$ cat src/epu_pkg.sv
// Shared constants and carrier types of the exception priority unit.
// Assumes one system clock; the core and fault sources sit outside this unit.
`default_nettype none

package epu_pkg;

  // Sizes of the exception space
  localparam int NUM_POS  = 64;
  localparam int POS_W    = 6;
  localparam int PRIO_W   = 3;
  localparam int RANK_W   = 5;
  localparam int IRQ_NUM  = 48;

  // Exception positions
  localparam logic [5:0] POS_STACK_TOP = 6'h00;
  localparam logic [5:0] POS_RESET     = 6'h01;
  localparam logic [5:0] POS_NMI       = 6'h02;
  localparam logic [5:0] POS_HARD      = 6'h03;
  localparam logic [5:0] POS_MEM       = 6'h04;
  localparam logic [5:0] POS_BUS       = 6'h05;
  localparam logic [5:0] POS_USAGE     = 6'h06;
  localparam logic [5:0] POS_SVC       = 6'h0b;
  localparam logic [5:0] POS_DEBUG     = 6'h0c;
  localparam logic [5:0] POS_PENDABLE_SERVICE_REQUEST    = 6'h0e;
  localparam logic [5:0] POS_TICK      = 6'h0f;
  localparam logic [5:0] POS_IRQ_BASE  = 6'h10;

  // Implemented peripheral bits and system positions
  localparam logic [47:0] IRQ_VALID   = 48'h0081_ffff_c1ff;
  localparam logic [15:0] SYS_SETTABLE = 16'hd870;
  localparam logic [15:0] SYS_PENDABLE = 16'hd87c;

  // Rank encoding: fixed levels first, settable levels after, idle level last
  localparam logic [4:0] RANK_SETTABLE_BASE = 5'h03;
  localparam logic [4:0] RANK_BASE_LEVEL    = 5'h1f;
  localparam logic [2:0] PRIO_RESET         = 3'h0;
  localparam logic [2:0] PRIGROUP_SUB_START = 3'h4;

  // Mapped address windows outside flash and SRAM
  localparam logic [31:0] SRAM_BASE = 32'h2000_0000;
  localparam int MAP_N = 14;
  localparam logic [31:0] MAP_LO [MAP_N] = '{
    32'h2200_0000, 32'h4000_0000, 32'h4000_4000, 32'h4000_c000, 32'h4002_0000,
    32'h4002_4000, 32'h4003_0000, 32'h4003_8000, 32'h4003_c000, 32'h4004_0000,
    32'h400f_d000, 32'h4200_0000, 32'he000_0000, 32'he000_e000};
  localparam logic [31:0] MAP_HI [MAP_N] = '{
    32'h23ff_ffff, 32'h4000_0fff, 32'h4000_8fff, 32'h4000_dfff, 32'h4002_0fff,
    32'h4002_7fff, 32'h4003_2fff, 32'h4003_8fff, 32'h4003_cfff, 32'h4004_0fff,
    32'h400f_efff, 32'h43ff_ffff, 32'he000_2fff, 32'he000_efff};
  localparam logic [31:0] TRACE_LO = 32'he004_0000;
  localparam logic [31:0] TRACE_HI = 32'he004_0fff;

  // Sequencer phases
  typedef enum logic [2:0] {
    PH_SP_LOAD, PH_RST_VEC, PH_RESET_RUN, PH_RUN, PH_ENTRY, PH_EXIT, PH_UNSTACK
  } phase_t;

  // System exception events, one-cycle pulses
  typedef struct packed {
    logic nmi_set;
    logic mem_fault;
    logic bus_fault;
    logic usage_fault;
    logic svc;
    logic debug_event;
    logic pendable_service_request_set;
    logic tick;
  } sys_evt_t;

  // Handler enables
  typedef struct packed {
    logic mem_en;
    logic bus_en;
    logic usage_en;
    logic debug_en;
  } fault_en_t;

  // Memory access to be checked against the map
  typedef struct packed {
    logic        valid;
    logic [31:0] addr;
  } bus_acc_t;

  // Commands to the core
  typedef struct packed {
    logic       sp_load;
    logic       stack_push;
    logic       unstack;
    logic       vec_fetch;
    logic [5:0] vec_num;
  } core_cmd_t;

  // Whole state of the unit
  typedef struct packed {
    phase_t           phase;
    logic [63:0][2:0] prio;
    logic [63:0]      pend;
    logic [63:0]      active;
    logic             handler;
    logic [5:0]       cur_num;
    core_cmd_t        cmd;
    logic             stack_ok;
    logic             fetch_ok;
    logic             bus_fault_resp;
  } state_t;

endpackage

`default_nettype wire

$ cat src/priority_resolver.sv
// Picks the most urgent requesting position out of the exception space.
// Assumes ranks are already encoded so that a lower rank is more urgent.
`default_nettype none

module priority_resolver (
  // Requests and their ranks
  input  wire logic [63:0]      req_i,
  input  wire logic [63:0][4:0] rank_i,
  // Winner
  output logic                  found_o,
  output logic [5:0]            num_o,
  output logic [4:0]            rank_o
);

  // Strict compare keeps the lowest position on equal rank
  always_comb begin
    found_o = 1'b0;
    num_o   = 6'h00;
    rank_o  = epu_pkg::RANK_BASE_LEVEL;
    for (int i = 0; i < epu_pkg::NUM_POS; i++) begin
      if (req_i[i] && (!found_o || rank_i[i] < rank_o)) begin
        found_o = 1'b1;
        num_o   = 6'(i);
        rank_o  = rank_i[i];
      end
    end
  end

endmodule // priority_resolver

`default_nettype wire

$ cat src/exception_priority_unit.sv
// Exception prioritisation and entry sequencing between sources and the core.
// Assumes the core answers each stack, unstack and fetch command with a done pulse.
`default_nettype none

// Notes on behaviour
// - Every exception except reset runs in handler mode
// - State stacked on entry, unstacked on return
// - Vector fetched in parallel with stacking
// - Pending exception at return chains without restacking
// - Eight settable levels, seven handlers, 29 interrupts
// - Group part alone decides pre-emption
// - Settable zero ranks below reset, NMI, hard fault
// - Settable priorities reset to zero
// - Equal priority: lowest position wins
// - Reset position 1, highest, then base level
// - NMI preempted only by reset, software set
// - Hard fault position 3 catches blocked faults
// - Memory management position 4, protection mismatch
// - Bus fault position 5, enable controlled
// - Usage fault position 6, synchronous
// - Supervisor call position 11
// - Debug monitor position 12, enabled, not halted
// - Pendable service request 14, software set only
// - Periodic tick exception position 15
// - Peripheral interrupts from position 16 upward
// - Fixed peripheral bit assignment, 44-47 reserved
// - Stack top loaded from entry 0 first
// - Reserved address access answered with bus fault
module exception_priority_unit #(
  parameter logic [31:0] FLASH_BYTES = 32'h0001_0000,
  parameter logic [31:0] SRAM_BYTES  = 32'h0001_0000
) (
  // Clock and reset
  input  wire logic                ref_clk_i,
  input  wire logic                sys_rst_i,
  // Peripheral interrupt lines and their enables
  input  wire logic [47:0]         irq_i,
  input  wire logic [47:0]         irq_en_i,
  // System exception events and handler enables
  input  wire epu_pkg::sys_evt_t   sys_evt_i,
  input  wire epu_pkg::fault_en_t  fault_en_i,
  input  wire logic                halted_i,
  // Priority configuration
  input  wire logic [2:0]          prigroup_i,
  input  wire logic                prio_wr_i,
  input  wire logic [5:0]          prio_idx_i,
  input  wire logic [2:0]          prio_val_i,
  // Memory access check
  input  wire epu_pkg::bus_acc_t   bus_acc_i,
  // Answers from the core
  input  wire logic                stack_done_i,
  input  wire logic                fetch_done_i,
  input  wire logic                exc_return_i,
  input  wire logic                first_instr_i,
  // Outputs
  output epu_pkg::core_cmd_t       core_cmd_o,
  output logic                     handler_mode_o,
  output logic [5:0]               active_num_o,
  output logic [63:0]              pend_o,
  output logic                     bus_fault_resp_o
);

  epu_pkg::state_t  st;
  epu_pkg::state_t  next_st;

  logic [63:0]      settable;
  logic [63:0]      pendable;
  logic [2:0]       grp_mask;
  logic [63:0][4:0] rank;
  logic [63:0][4:0] grp_rank;
  logic             win_found;
  logic [5:0]       win_num;
  logic [4:0]       win_rank;
  logic             act_found;
  logic [5:0]       act_num;
  logic [4:0]       act_rank;
  logic [4:0]       cur_lvl;
  logic             win_preempts;
  logic             reserved_hit;
  logic [63:0]      set_vec;

  // Positions that exist and positions whose priority software sets
  assign settable = {epu_pkg::IRQ_VALID, epu_pkg::SYS_SETTABLE};
  assign pendable = {epu_pkg::IRQ_VALID, epu_pkg::SYS_PENDABLE};

  // Group mask from the split setting; low bits become subpriority
  always_comb begin
    unique case (prigroup_i)
      3'h5:    grp_mask = 3'h6;
      3'h6:    grp_mask = 3'h4;
      3'h7:    grp_mask = 3'h0;
      default: grp_mask = 3'h7;
    endcase
  end

  // Rank per position: fixed levels below settable zero
  for (genvar i = 0; i < epu_pkg::NUM_POS; i++) begin : g_rank
    if (i == 1 || i == 2 || i == 3) begin : g_fixed
      assign rank[i]     = 5'(i - 1);
      assign grp_rank[i] = 5'(i - 1);
    end else begin : g_set
      assign rank[i]     = epu_pkg::RANK_SETTABLE_BASE + {2'b00, st.prio[i]};
      assign grp_rank[i] = epu_pkg::RANK_SETTABLE_BASE
                         + {2'b00, st.prio[i] & grp_mask};
    end
  end

  // Most urgent pending position, ties to the lowest number
  priority_resolver u_pend_pick (
    .req_i   (st.pend),
    .rank_i  (rank),
    .found_o (win_found),
    .num_o   (win_num),
    .rank_o  (win_rank)
  );

  // Running exception is the most urgent active one
  priority_resolver u_act_pick (
    .req_i   (st.active),
    .rank_i  (rank),
    .found_o (act_found),
    .num_o   (act_num),
    .rank_o  (act_rank)
  );

  // Current activation level; base level when nothing is active
  assign cur_lvl      = act_found ? grp_rank[act_num] : epu_pkg::RANK_BASE_LEVEL;
  assign win_preempts = win_found && (grp_rank[win_num] < cur_lvl);

  // Address check against the mapped windows
  always_comb begin
    logic mapped;
    mapped = 1'b0;
    if (bus_acc_i.addr < FLASH_BYTES) begin
      mapped = 1'b1;
    end
    if (bus_acc_i.addr >= epu_pkg::SRAM_BASE
        && bus_acc_i.addr - epu_pkg::SRAM_BASE < SRAM_BYTES) begin
      mapped = 1'b1;
    end
    if (bus_acc_i.addr >= epu_pkg::TRACE_LO && bus_acc_i.addr <= epu_pkg::TRACE_HI) begin
      mapped = 1'b1;
    end
    for (int k = 0; k < epu_pkg::MAP_N; k++) begin
      if (bus_acc_i.addr >= epu_pkg::MAP_LO[k] && bus_acc_i.addr <= epu_pkg::MAP_HI[k]) begin
        mapped = 1'b1;
      end
    end
    reserved_hit = bus_acc_i.valid && !mapped;
  end

  // Pending sources, with blocked faults escalated to hard fault
  always_comb begin
    set_vec = 64'h0;
    set_vec[epu_pkg::POS_NMI] = sys_evt_i.nmi_set;
    // Memory management fault
    if (sys_evt_i.mem_fault) begin
      if (fault_en_i.mem_en && grp_rank[epu_pkg::POS_MEM] < cur_lvl) begin
        set_vec[epu_pkg::POS_MEM] = 1'b1;
      end else begin
        set_vec[epu_pkg::POS_HARD] = 1'b1;
      end
    end
    // Bus fault, from the core or from a reserved access
    if (sys_evt_i.bus_fault || reserved_hit) begin
      if (fault_en_i.bus_en && grp_rank[epu_pkg::POS_BUS] < cur_lvl) begin
        set_vec[epu_pkg::POS_BUS] = 1'b1;
      end else begin
        set_vec[epu_pkg::POS_HARD] = 1'b1;
      end
    end
    // Usage fault
    if (sys_evt_i.usage_fault) begin
      if (fault_en_i.usage_en && grp_rank[epu_pkg::POS_USAGE] < cur_lvl) begin
        set_vec[epu_pkg::POS_USAGE] = 1'b1;
      end else begin
        set_vec[epu_pkg::POS_HARD] = 1'b1;
      end
    end
    set_vec[epu_pkg::POS_SVC]    = sys_evt_i.svc;
    set_vec[epu_pkg::POS_DEBUG]  = sys_evt_i.debug_event
                                 && fault_en_i.debug_en && !halted_i;
    set_vec[epu_pkg::POS_PENDABLE_SERVICE_REQUEST] = sys_evt_i.pendable_service_request_set;
    set_vec[epu_pkg::POS_TICK]   = sys_evt_i.tick;
    // Peripheral lines pend while enabled and not already being serviced
    set_vec[63:16] = irq_i & irq_en_i & ~st.active[63:16];
    set_vec = set_vec & pendable;
  end

  // Next state: priority writes, pending set, and the entry/exit sequencer
  always_comb begin
    next_st = st;
    next_st.bus_fault_resp = reserved_hit;
    // Priority writes land only on settable positions
    if (prio_wr_i && settable[prio_idx_i]) begin
      next_st.prio[prio_idx_i] = prio_val_i;
    end
    // Command handshakes
    if (stack_done_i) begin
      next_st.cmd.stack_push = 1'b0;
      next_st.cmd.unstack    = 1'b0;
      next_st.stack_ok       = 1'b1;
    end
    if (fetch_done_i) begin
      next_st.cmd.vec_fetch = 1'b0;
      next_st.cmd.sp_load   = 1'b0;
      next_st.fetch_ok      = 1'b1;
    end
    unique case (st.phase)
      // Stack top from entry 0 before the reset vector
      epu_pkg::PH_SP_LOAD: begin
        if (fetch_done_i) begin
          next_st.phase         = epu_pkg::PH_RST_VEC;
          next_st.cmd.vec_fetch = 1'b1;
          next_st.cmd.vec_num   = epu_pkg::POS_RESET;
        end
      end
      // Reset vector fetch; reset is then the active exception
      epu_pkg::PH_RST_VEC: begin
        if (fetch_done_i) begin
          next_st.phase                     = epu_pkg::PH_RESET_RUN;
          next_st.active[epu_pkg::POS_RESET] = 1'b1;
          next_st.cur_num                   = epu_pkg::POS_RESET;
        end
      end
      // First instruction drops to the base activation level
      epu_pkg::PH_RESET_RUN: begin
        if (first_instr_i) begin
          next_st.phase                     = epu_pkg::PH_RUN;
          next_st.active[epu_pkg::POS_RESET] = 1'b0;
        end
      end
      // Running: take a return or a pre-empting exception
      epu_pkg::PH_RUN: begin
        if (exc_return_i && st.handler) begin
          next_st.phase               = epu_pkg::PH_EXIT;
          next_st.active[st.cur_num]  = 1'b0;
        end else if (win_preempts) begin
          next_st.phase              = epu_pkg::PH_ENTRY;
          next_st.pend[win_num]      = 1'b0;
          next_st.active[win_num]    = 1'b1;
          next_st.cur_num            = win_num;
          next_st.cmd.stack_push     = 1'b1;
          next_st.cmd.vec_fetch      = 1'b1;
          next_st.cmd.vec_num        = win_num;
          next_st.stack_ok           = 1'b0;
          next_st.fetch_ok           = 1'b0;
        end
      end
      // Entry completes once both stacking and fetch are done
      epu_pkg::PH_ENTRY: begin
        if ((st.stack_ok || stack_done_i) && (st.fetch_ok || fetch_done_i)) begin
          next_st.phase   = epu_pkg::PH_RUN;
          next_st.handler = 1'b1;
        end
      end
      // After a return: chain into a pending exception or unstack
      epu_pkg::PH_EXIT: begin
        if (win_preempts) begin
          next_st.phase           = epu_pkg::PH_ENTRY;
          next_st.pend[win_num]   = 1'b0;
          next_st.active[win_num] = 1'b1;
          next_st.cur_num         = win_num;
          next_st.cmd.vec_fetch   = 1'b1;
          next_st.cmd.vec_num     = win_num;
          next_st.stack_ok        = 1'b1;
          next_st.fetch_ok        = 1'b0;
        end else begin
          next_st.phase       = epu_pkg::PH_UNSTACK;
          next_st.cmd.unstack = 1'b1;
          next_st.stack_ok    = 1'b0;
        end
      end
      // Restore state; return to the interrupted handler or to thread mode
      epu_pkg::PH_UNSTACK: begin
        if (stack_done_i) begin
          next_st.phase   = epu_pkg::PH_RUN;
          next_st.handler = act_found;
          next_st.cur_num = act_found ? act_num : 6'h00;
        end
      end
      default: begin
        next_st.phase = epu_pkg::PH_SP_LOAD;
      end
    endcase
    // New events win over the clear of an activation in the same cycle
    next_st.pend = (next_st.pend | set_vec) & pendable;
  end

  // State register
  always_ff @(posedge ref_clk_i) begin
    if (sys_rst_i) begin
      st             <= '0;
      st.phase       <= epu_pkg::PH_SP_LOAD;
      st.prio        <= {epu_pkg::NUM_POS{epu_pkg::PRIO_RESET}};
      st.cmd.sp_load <= 1'b1;
      st.cmd.vec_num <= epu_pkg::POS_STACK_TOP;
    end else begin
      st <= next_st;
    end
  end

  // Outputs straight from the state register
  assign core_cmd_o       = st.cmd;
  assign handler_mode_o   = st.handler;
  assign active_num_o     = st.cur_num;
  assign pend_o           = st.pend;
  assign bus_fault_resp_o = st.bus_fault_resp;

endmodule // exception_priority_unit

`default_nettype wire

$ cat config.mk
export PLATFORM = sky130hd
export DESIGN_NAME = exception_priority_unit
export DESIGN_NICKNAME = d
export VERILOG_FILES = /design/src/epu_pkg.sv /design/src/priority_resolver.sv /design/src/exception_priority_unit.sv
export SDC_FILE = /design/constraint.sdc
export NUM_CORES = 2
export LEC_CHECK = 0
export ABC_AREA = 1
export BUFFER_PORTS_ARGS = -buffer_cell sky130_fd_sc_hd__buf_2
export CAP_MARGIN = 0
export CORE_UTILIZATION = 45
export DETAILED_ROUTE_END_ITERATION = 10
export RECOVER_POWER = 25
export SETUP_SLACK_MARGIN = 0.2
export SYNTH_ARGS = -nofsm -noshare
export SYNTH_HDL_FRONTEND = slang
export SYNTH_SLANG_ARGS = --single-unit
$ cat constraint.sdc
create_clock -name ref_clk_i -period 60.7 [get_ports ref_clk_i]
set_input_delay 12.14 -clock ref_clk_i [delete_from_list [all_inputs] [get_ports ref_clk_i]]
set_output_delay 12.14 -clock ref_clk_i [all_outputs]
set_load 0.01 [all_outputs]
==> impl_metrics.yaml <==
final_layout:
  area_growth_pct: 33.1
  final_cells: 7699
  finalNetCount: 7191
  drive_gt1_share_pct: 28.3
die:
  rows: 104
  die_area_um2: 82900
  dieHeight_um: 288
  start_util_pct: 45.6
  core_area_um2: 80700
  die_x_um: 288
  pin_count: 243
timing:
  setup_viol: 0
  fmax_mhz: 16.8
  period_needed_ps: 59610
  slew_headroom_pct: 10.8
  setup-tns-final_ps: 0
  rsz0062_at_grt: "yes"
  slew_viol_final: 0
  fin_crit_sh_pct: 98.2
  hold_violations: 0
  clock_skew_ps: 38.1
  worstMarginPinSlew_ps: 1330
power:
  ir_drop_uv: 48.1
  p_per_area_nw_per_um2: 37.5
  p_leak_nw: 20.3
yosys:
  synth.ff_latch_count: 308
  synthMuxAreaShare_pct: 0
  synthSimpleGateAreaFrac_pct: 30.6
  yosysMostFrequentCell: "nand2_1"
  yosysSeqAreaShare_pct: 16.8
  synth-main-ff-cell: "dfxtp_1"
  syn_inst: 5867
  synth_edf_count: 0
  synth_top_family_by_area: "simple AND/OR/NAND/NOR gates"
  synth_cell_types: 72
  yosysTopAreaCellShare_pct: 16.8
  synth_area_leaders: "dfxtp_1 (17%), ha_1 (14%), nand2_1 (12%)"
  synthesis.area_um2: 36800
  synthAdderAreaFrac_pct: 14.4
  async_reset_ff_share_pct: 0
  synth_compound_area_share_pct: 22.5
  avgSynthCellArea_um2: 6.27
  post_synth_most_frequent_cells: "nand2_1 (1225), inv_1 (784), o21ai_0 (682)"
  synth_top_cell_by_area: "dfxtp_1"
  yosys_warnings: 0
  synthXorXnorAreaFrac_pct: 2.90
cts:
  cts_buffer_depth: 3
  path_clk_slew_ps: 60
  cts.sink_count: 308
  cts_tree: "yes"
  clockRootBuffer: "clkbuf_16"
  cts_htree_levels: 2
  clk-insertion-delay-late_ps: 600
  cts_made_buffers: 41
worst_hold_path:
  min_path_type: "register to register"
global_routing:
  antenna_found_initial: 4
  grt_pass1_vias: 39500
  grt_pass1_wl_um: 238000
  grt_max_degree: 101
  grt_overflow: 0
  track_usage_pct: 37.5
placed_design:
  dp_cells: 7383
  gp_routability_congestion: 1.08
  dpl.hpwl_um: 124000
  port_buffers: 178
critical_path:
  reg2reg_to: "pend_o[33]"
  crit_type: "register to register"
  crit_buf_inv: 97
  ff2ff_path_depth: 469
  critical_path.top_delay_family: "simple AND/OR/NAND/NOR gates"
  cp.arrival_ps: 60060
  startpoint_type: "register"
  crit_required_ps: 61150
  rr_startpoint: "st[148]"
  r2r_slack_ps: 1090
  cpMaxStageDelayCell: "ha_1"
  critPathCaptureType: "register"
  path_max_fanout: 8
  worstSetupStartpoint: "st[148]"
  crit_end: "pend_o[33]"
  cpPeakStageDelay_ps: 350
  crit_cells: 469
route:
  drt_first_pass_iters: 11
  drcViolationCount: 4
  drtAntennaViolNets: 0
  routed_via_density: 5.73
  drt-total-wl_um: 165000
  drtIter0Drc: 4534
  vias: 44100
  wl_per_cell_um: 21.4
outcome:
  violations: "design-rule violations"
  status: "complete, but fails checks"
job:
  cap_violations: 0
## cells by family (layout without fill, tap and decap cells)
kind of cell | count (synthesis) | in the layout
AND/OR/NAND/NOR | 2464 | 2466
AO/OA/AOI/OAI | 1487 | 1487
buffers and inverters | 1061 | 1805
adder cells (fa/ha/maj) | 424 | 424
flip-flops | 308 | 308
XOR/XNOR | 122 | 122
other | 1 | 27
## timing repair
item	in CTS	in global routing
hold buffers	0	0
buffers inserted	122	110
pin swaps	195	436
endpoints found under the setup margin	96	96
gates resized for setup	442	691
cloned	4	4
## metrics by stage
| stage | util (%) | area [µm²] | setup slack (ps) | power, mW | hold slack, ps |
|---|---|---|---|---|---|
| final | 60.7 | 48900 | 1090 | 1.83 | 465 |
| after global routing | 60.7 | 48900 | -2300 | 1.93 | 488 |
| after CTS | 55.9 | 45100 | 209 | 1.61 | 453 |
| after detailed placement | 51.4 | 41400 | -7070 | 1.26 | 439 |
| after global placement | 51.4 | 41400 | -6390 | 1.25 | 441 |
| after floorplan | - | 36900 | 727 | 0.846 | 420 |
## routing by layer
layer  track usage [%]  routed length, µm  up-vias
met2              58.2              71300     1984
met3              6.14              15400      415
met5                 0                 57        -
met4              15.7               8250        8
li1                  -                  -    21200
met1              51.0              70000    20500
## where the power goes
| part | switching [mW] | internal, mW | total, mW | leakage [nW] |
|---|---|---|---|---|
| combinational | 0.825 | 0.511 | 1.34 | 17.0 |
| sequential | 0.0127 | 0.210 | 0.222 | 2.49 |
| clock | 0.109 | 0.166 | 0.275 | 0.724 |
| total | 0.947 | 0.886 | 1.83 | 20.3 |
## sequential cells by signal, indices dropped and copies added, names as in the netlist
signal / cells
active_num_o: 6
bus_fault_resp_o: 1
core_cmd_o: 10
handler_mode_o: 1
pend_o: 38
st: 252
## worst min-delay path: stages (launching register included)
cell and delay [ps]:
dfxtp_1 300, nand2_1 60, a21oi_1 50
## area by class of cell
type                       instances  area (µm²)
multi-input combinational       4525       29900
fill                            7666       31700
timing repair buffer             928        7020
tap                             1060        1330
inverter                         802        3050
clock inverter                    22         329
sequential                       308        6170
clock buffer                      53        1160
antenna                            1        2.50
## worst min-delay path by stage
stage	startpoint	to	depth (start not counted)	slack (ps)
after global routing	core_cmd_o[9]	core_cmd_o[9]	2	490
after global placement	core_cmd_o[9]	core_cmd_o[9]	2	440
final	core_cmd_o[8]	core_cmd_o[8]	2	460
after CTS	core_cmd_o[9]	core_cmd_o[9]	2	450
after detailed placement	core_cmd_o[9]	core_cmd_o[9]	2	440
after floorplan	core_cmd_o[9]	core_cmd_o[9]	2	420
## layout by cell type, fill, tap and decap left out, types with 12 or more instances in the layout
| master | instances |
|---|---|
| nand2_1 | 1024 |
| inv_1 | 764 |
| buf_4 | 662 |
| nor2_1 | 505 |
| o21ai_0 | 440 |
| a21oi_1 | 420 |
| ha_1 | 329 |
| dfxtp_1 | 306 |
| nand2_2 | 268 |
| nand3_1 | 249 |
| buf_2 | 178 |
| nand4_1 | 130 |
| o21ai_1 | 117 |
| o21ai_2 | 104 |
| ha_4 | 80 |
| xnor2_1 | 71 |
| buf_6 | 71 |
| a21oi_2 | 68 |
| nand3_4 | 62 |
| o21ai_4 | 58 |
| nand3_2 | 55 |
| xor2_1 | 51 |
| nand2_4 | 50 |
| o211ai_1 | 48 |
| clkbuf_16 | 45 |
| o2111ai_1 | 44 |
| nor3_1 | 41 |
| o21bai_1 | 41 |
| nor2_2 | 32 |
| conb_1 | 26 |
| inv_2 | 23 |
| o22ai_1 | 20 |
| o221ai_1 | 16 |
| ha_2 | 15 |
| a22oi_1 | 13 |
| nor2_4 | 12 |
No activity file was read; power rests on OpenSTA's default activity.
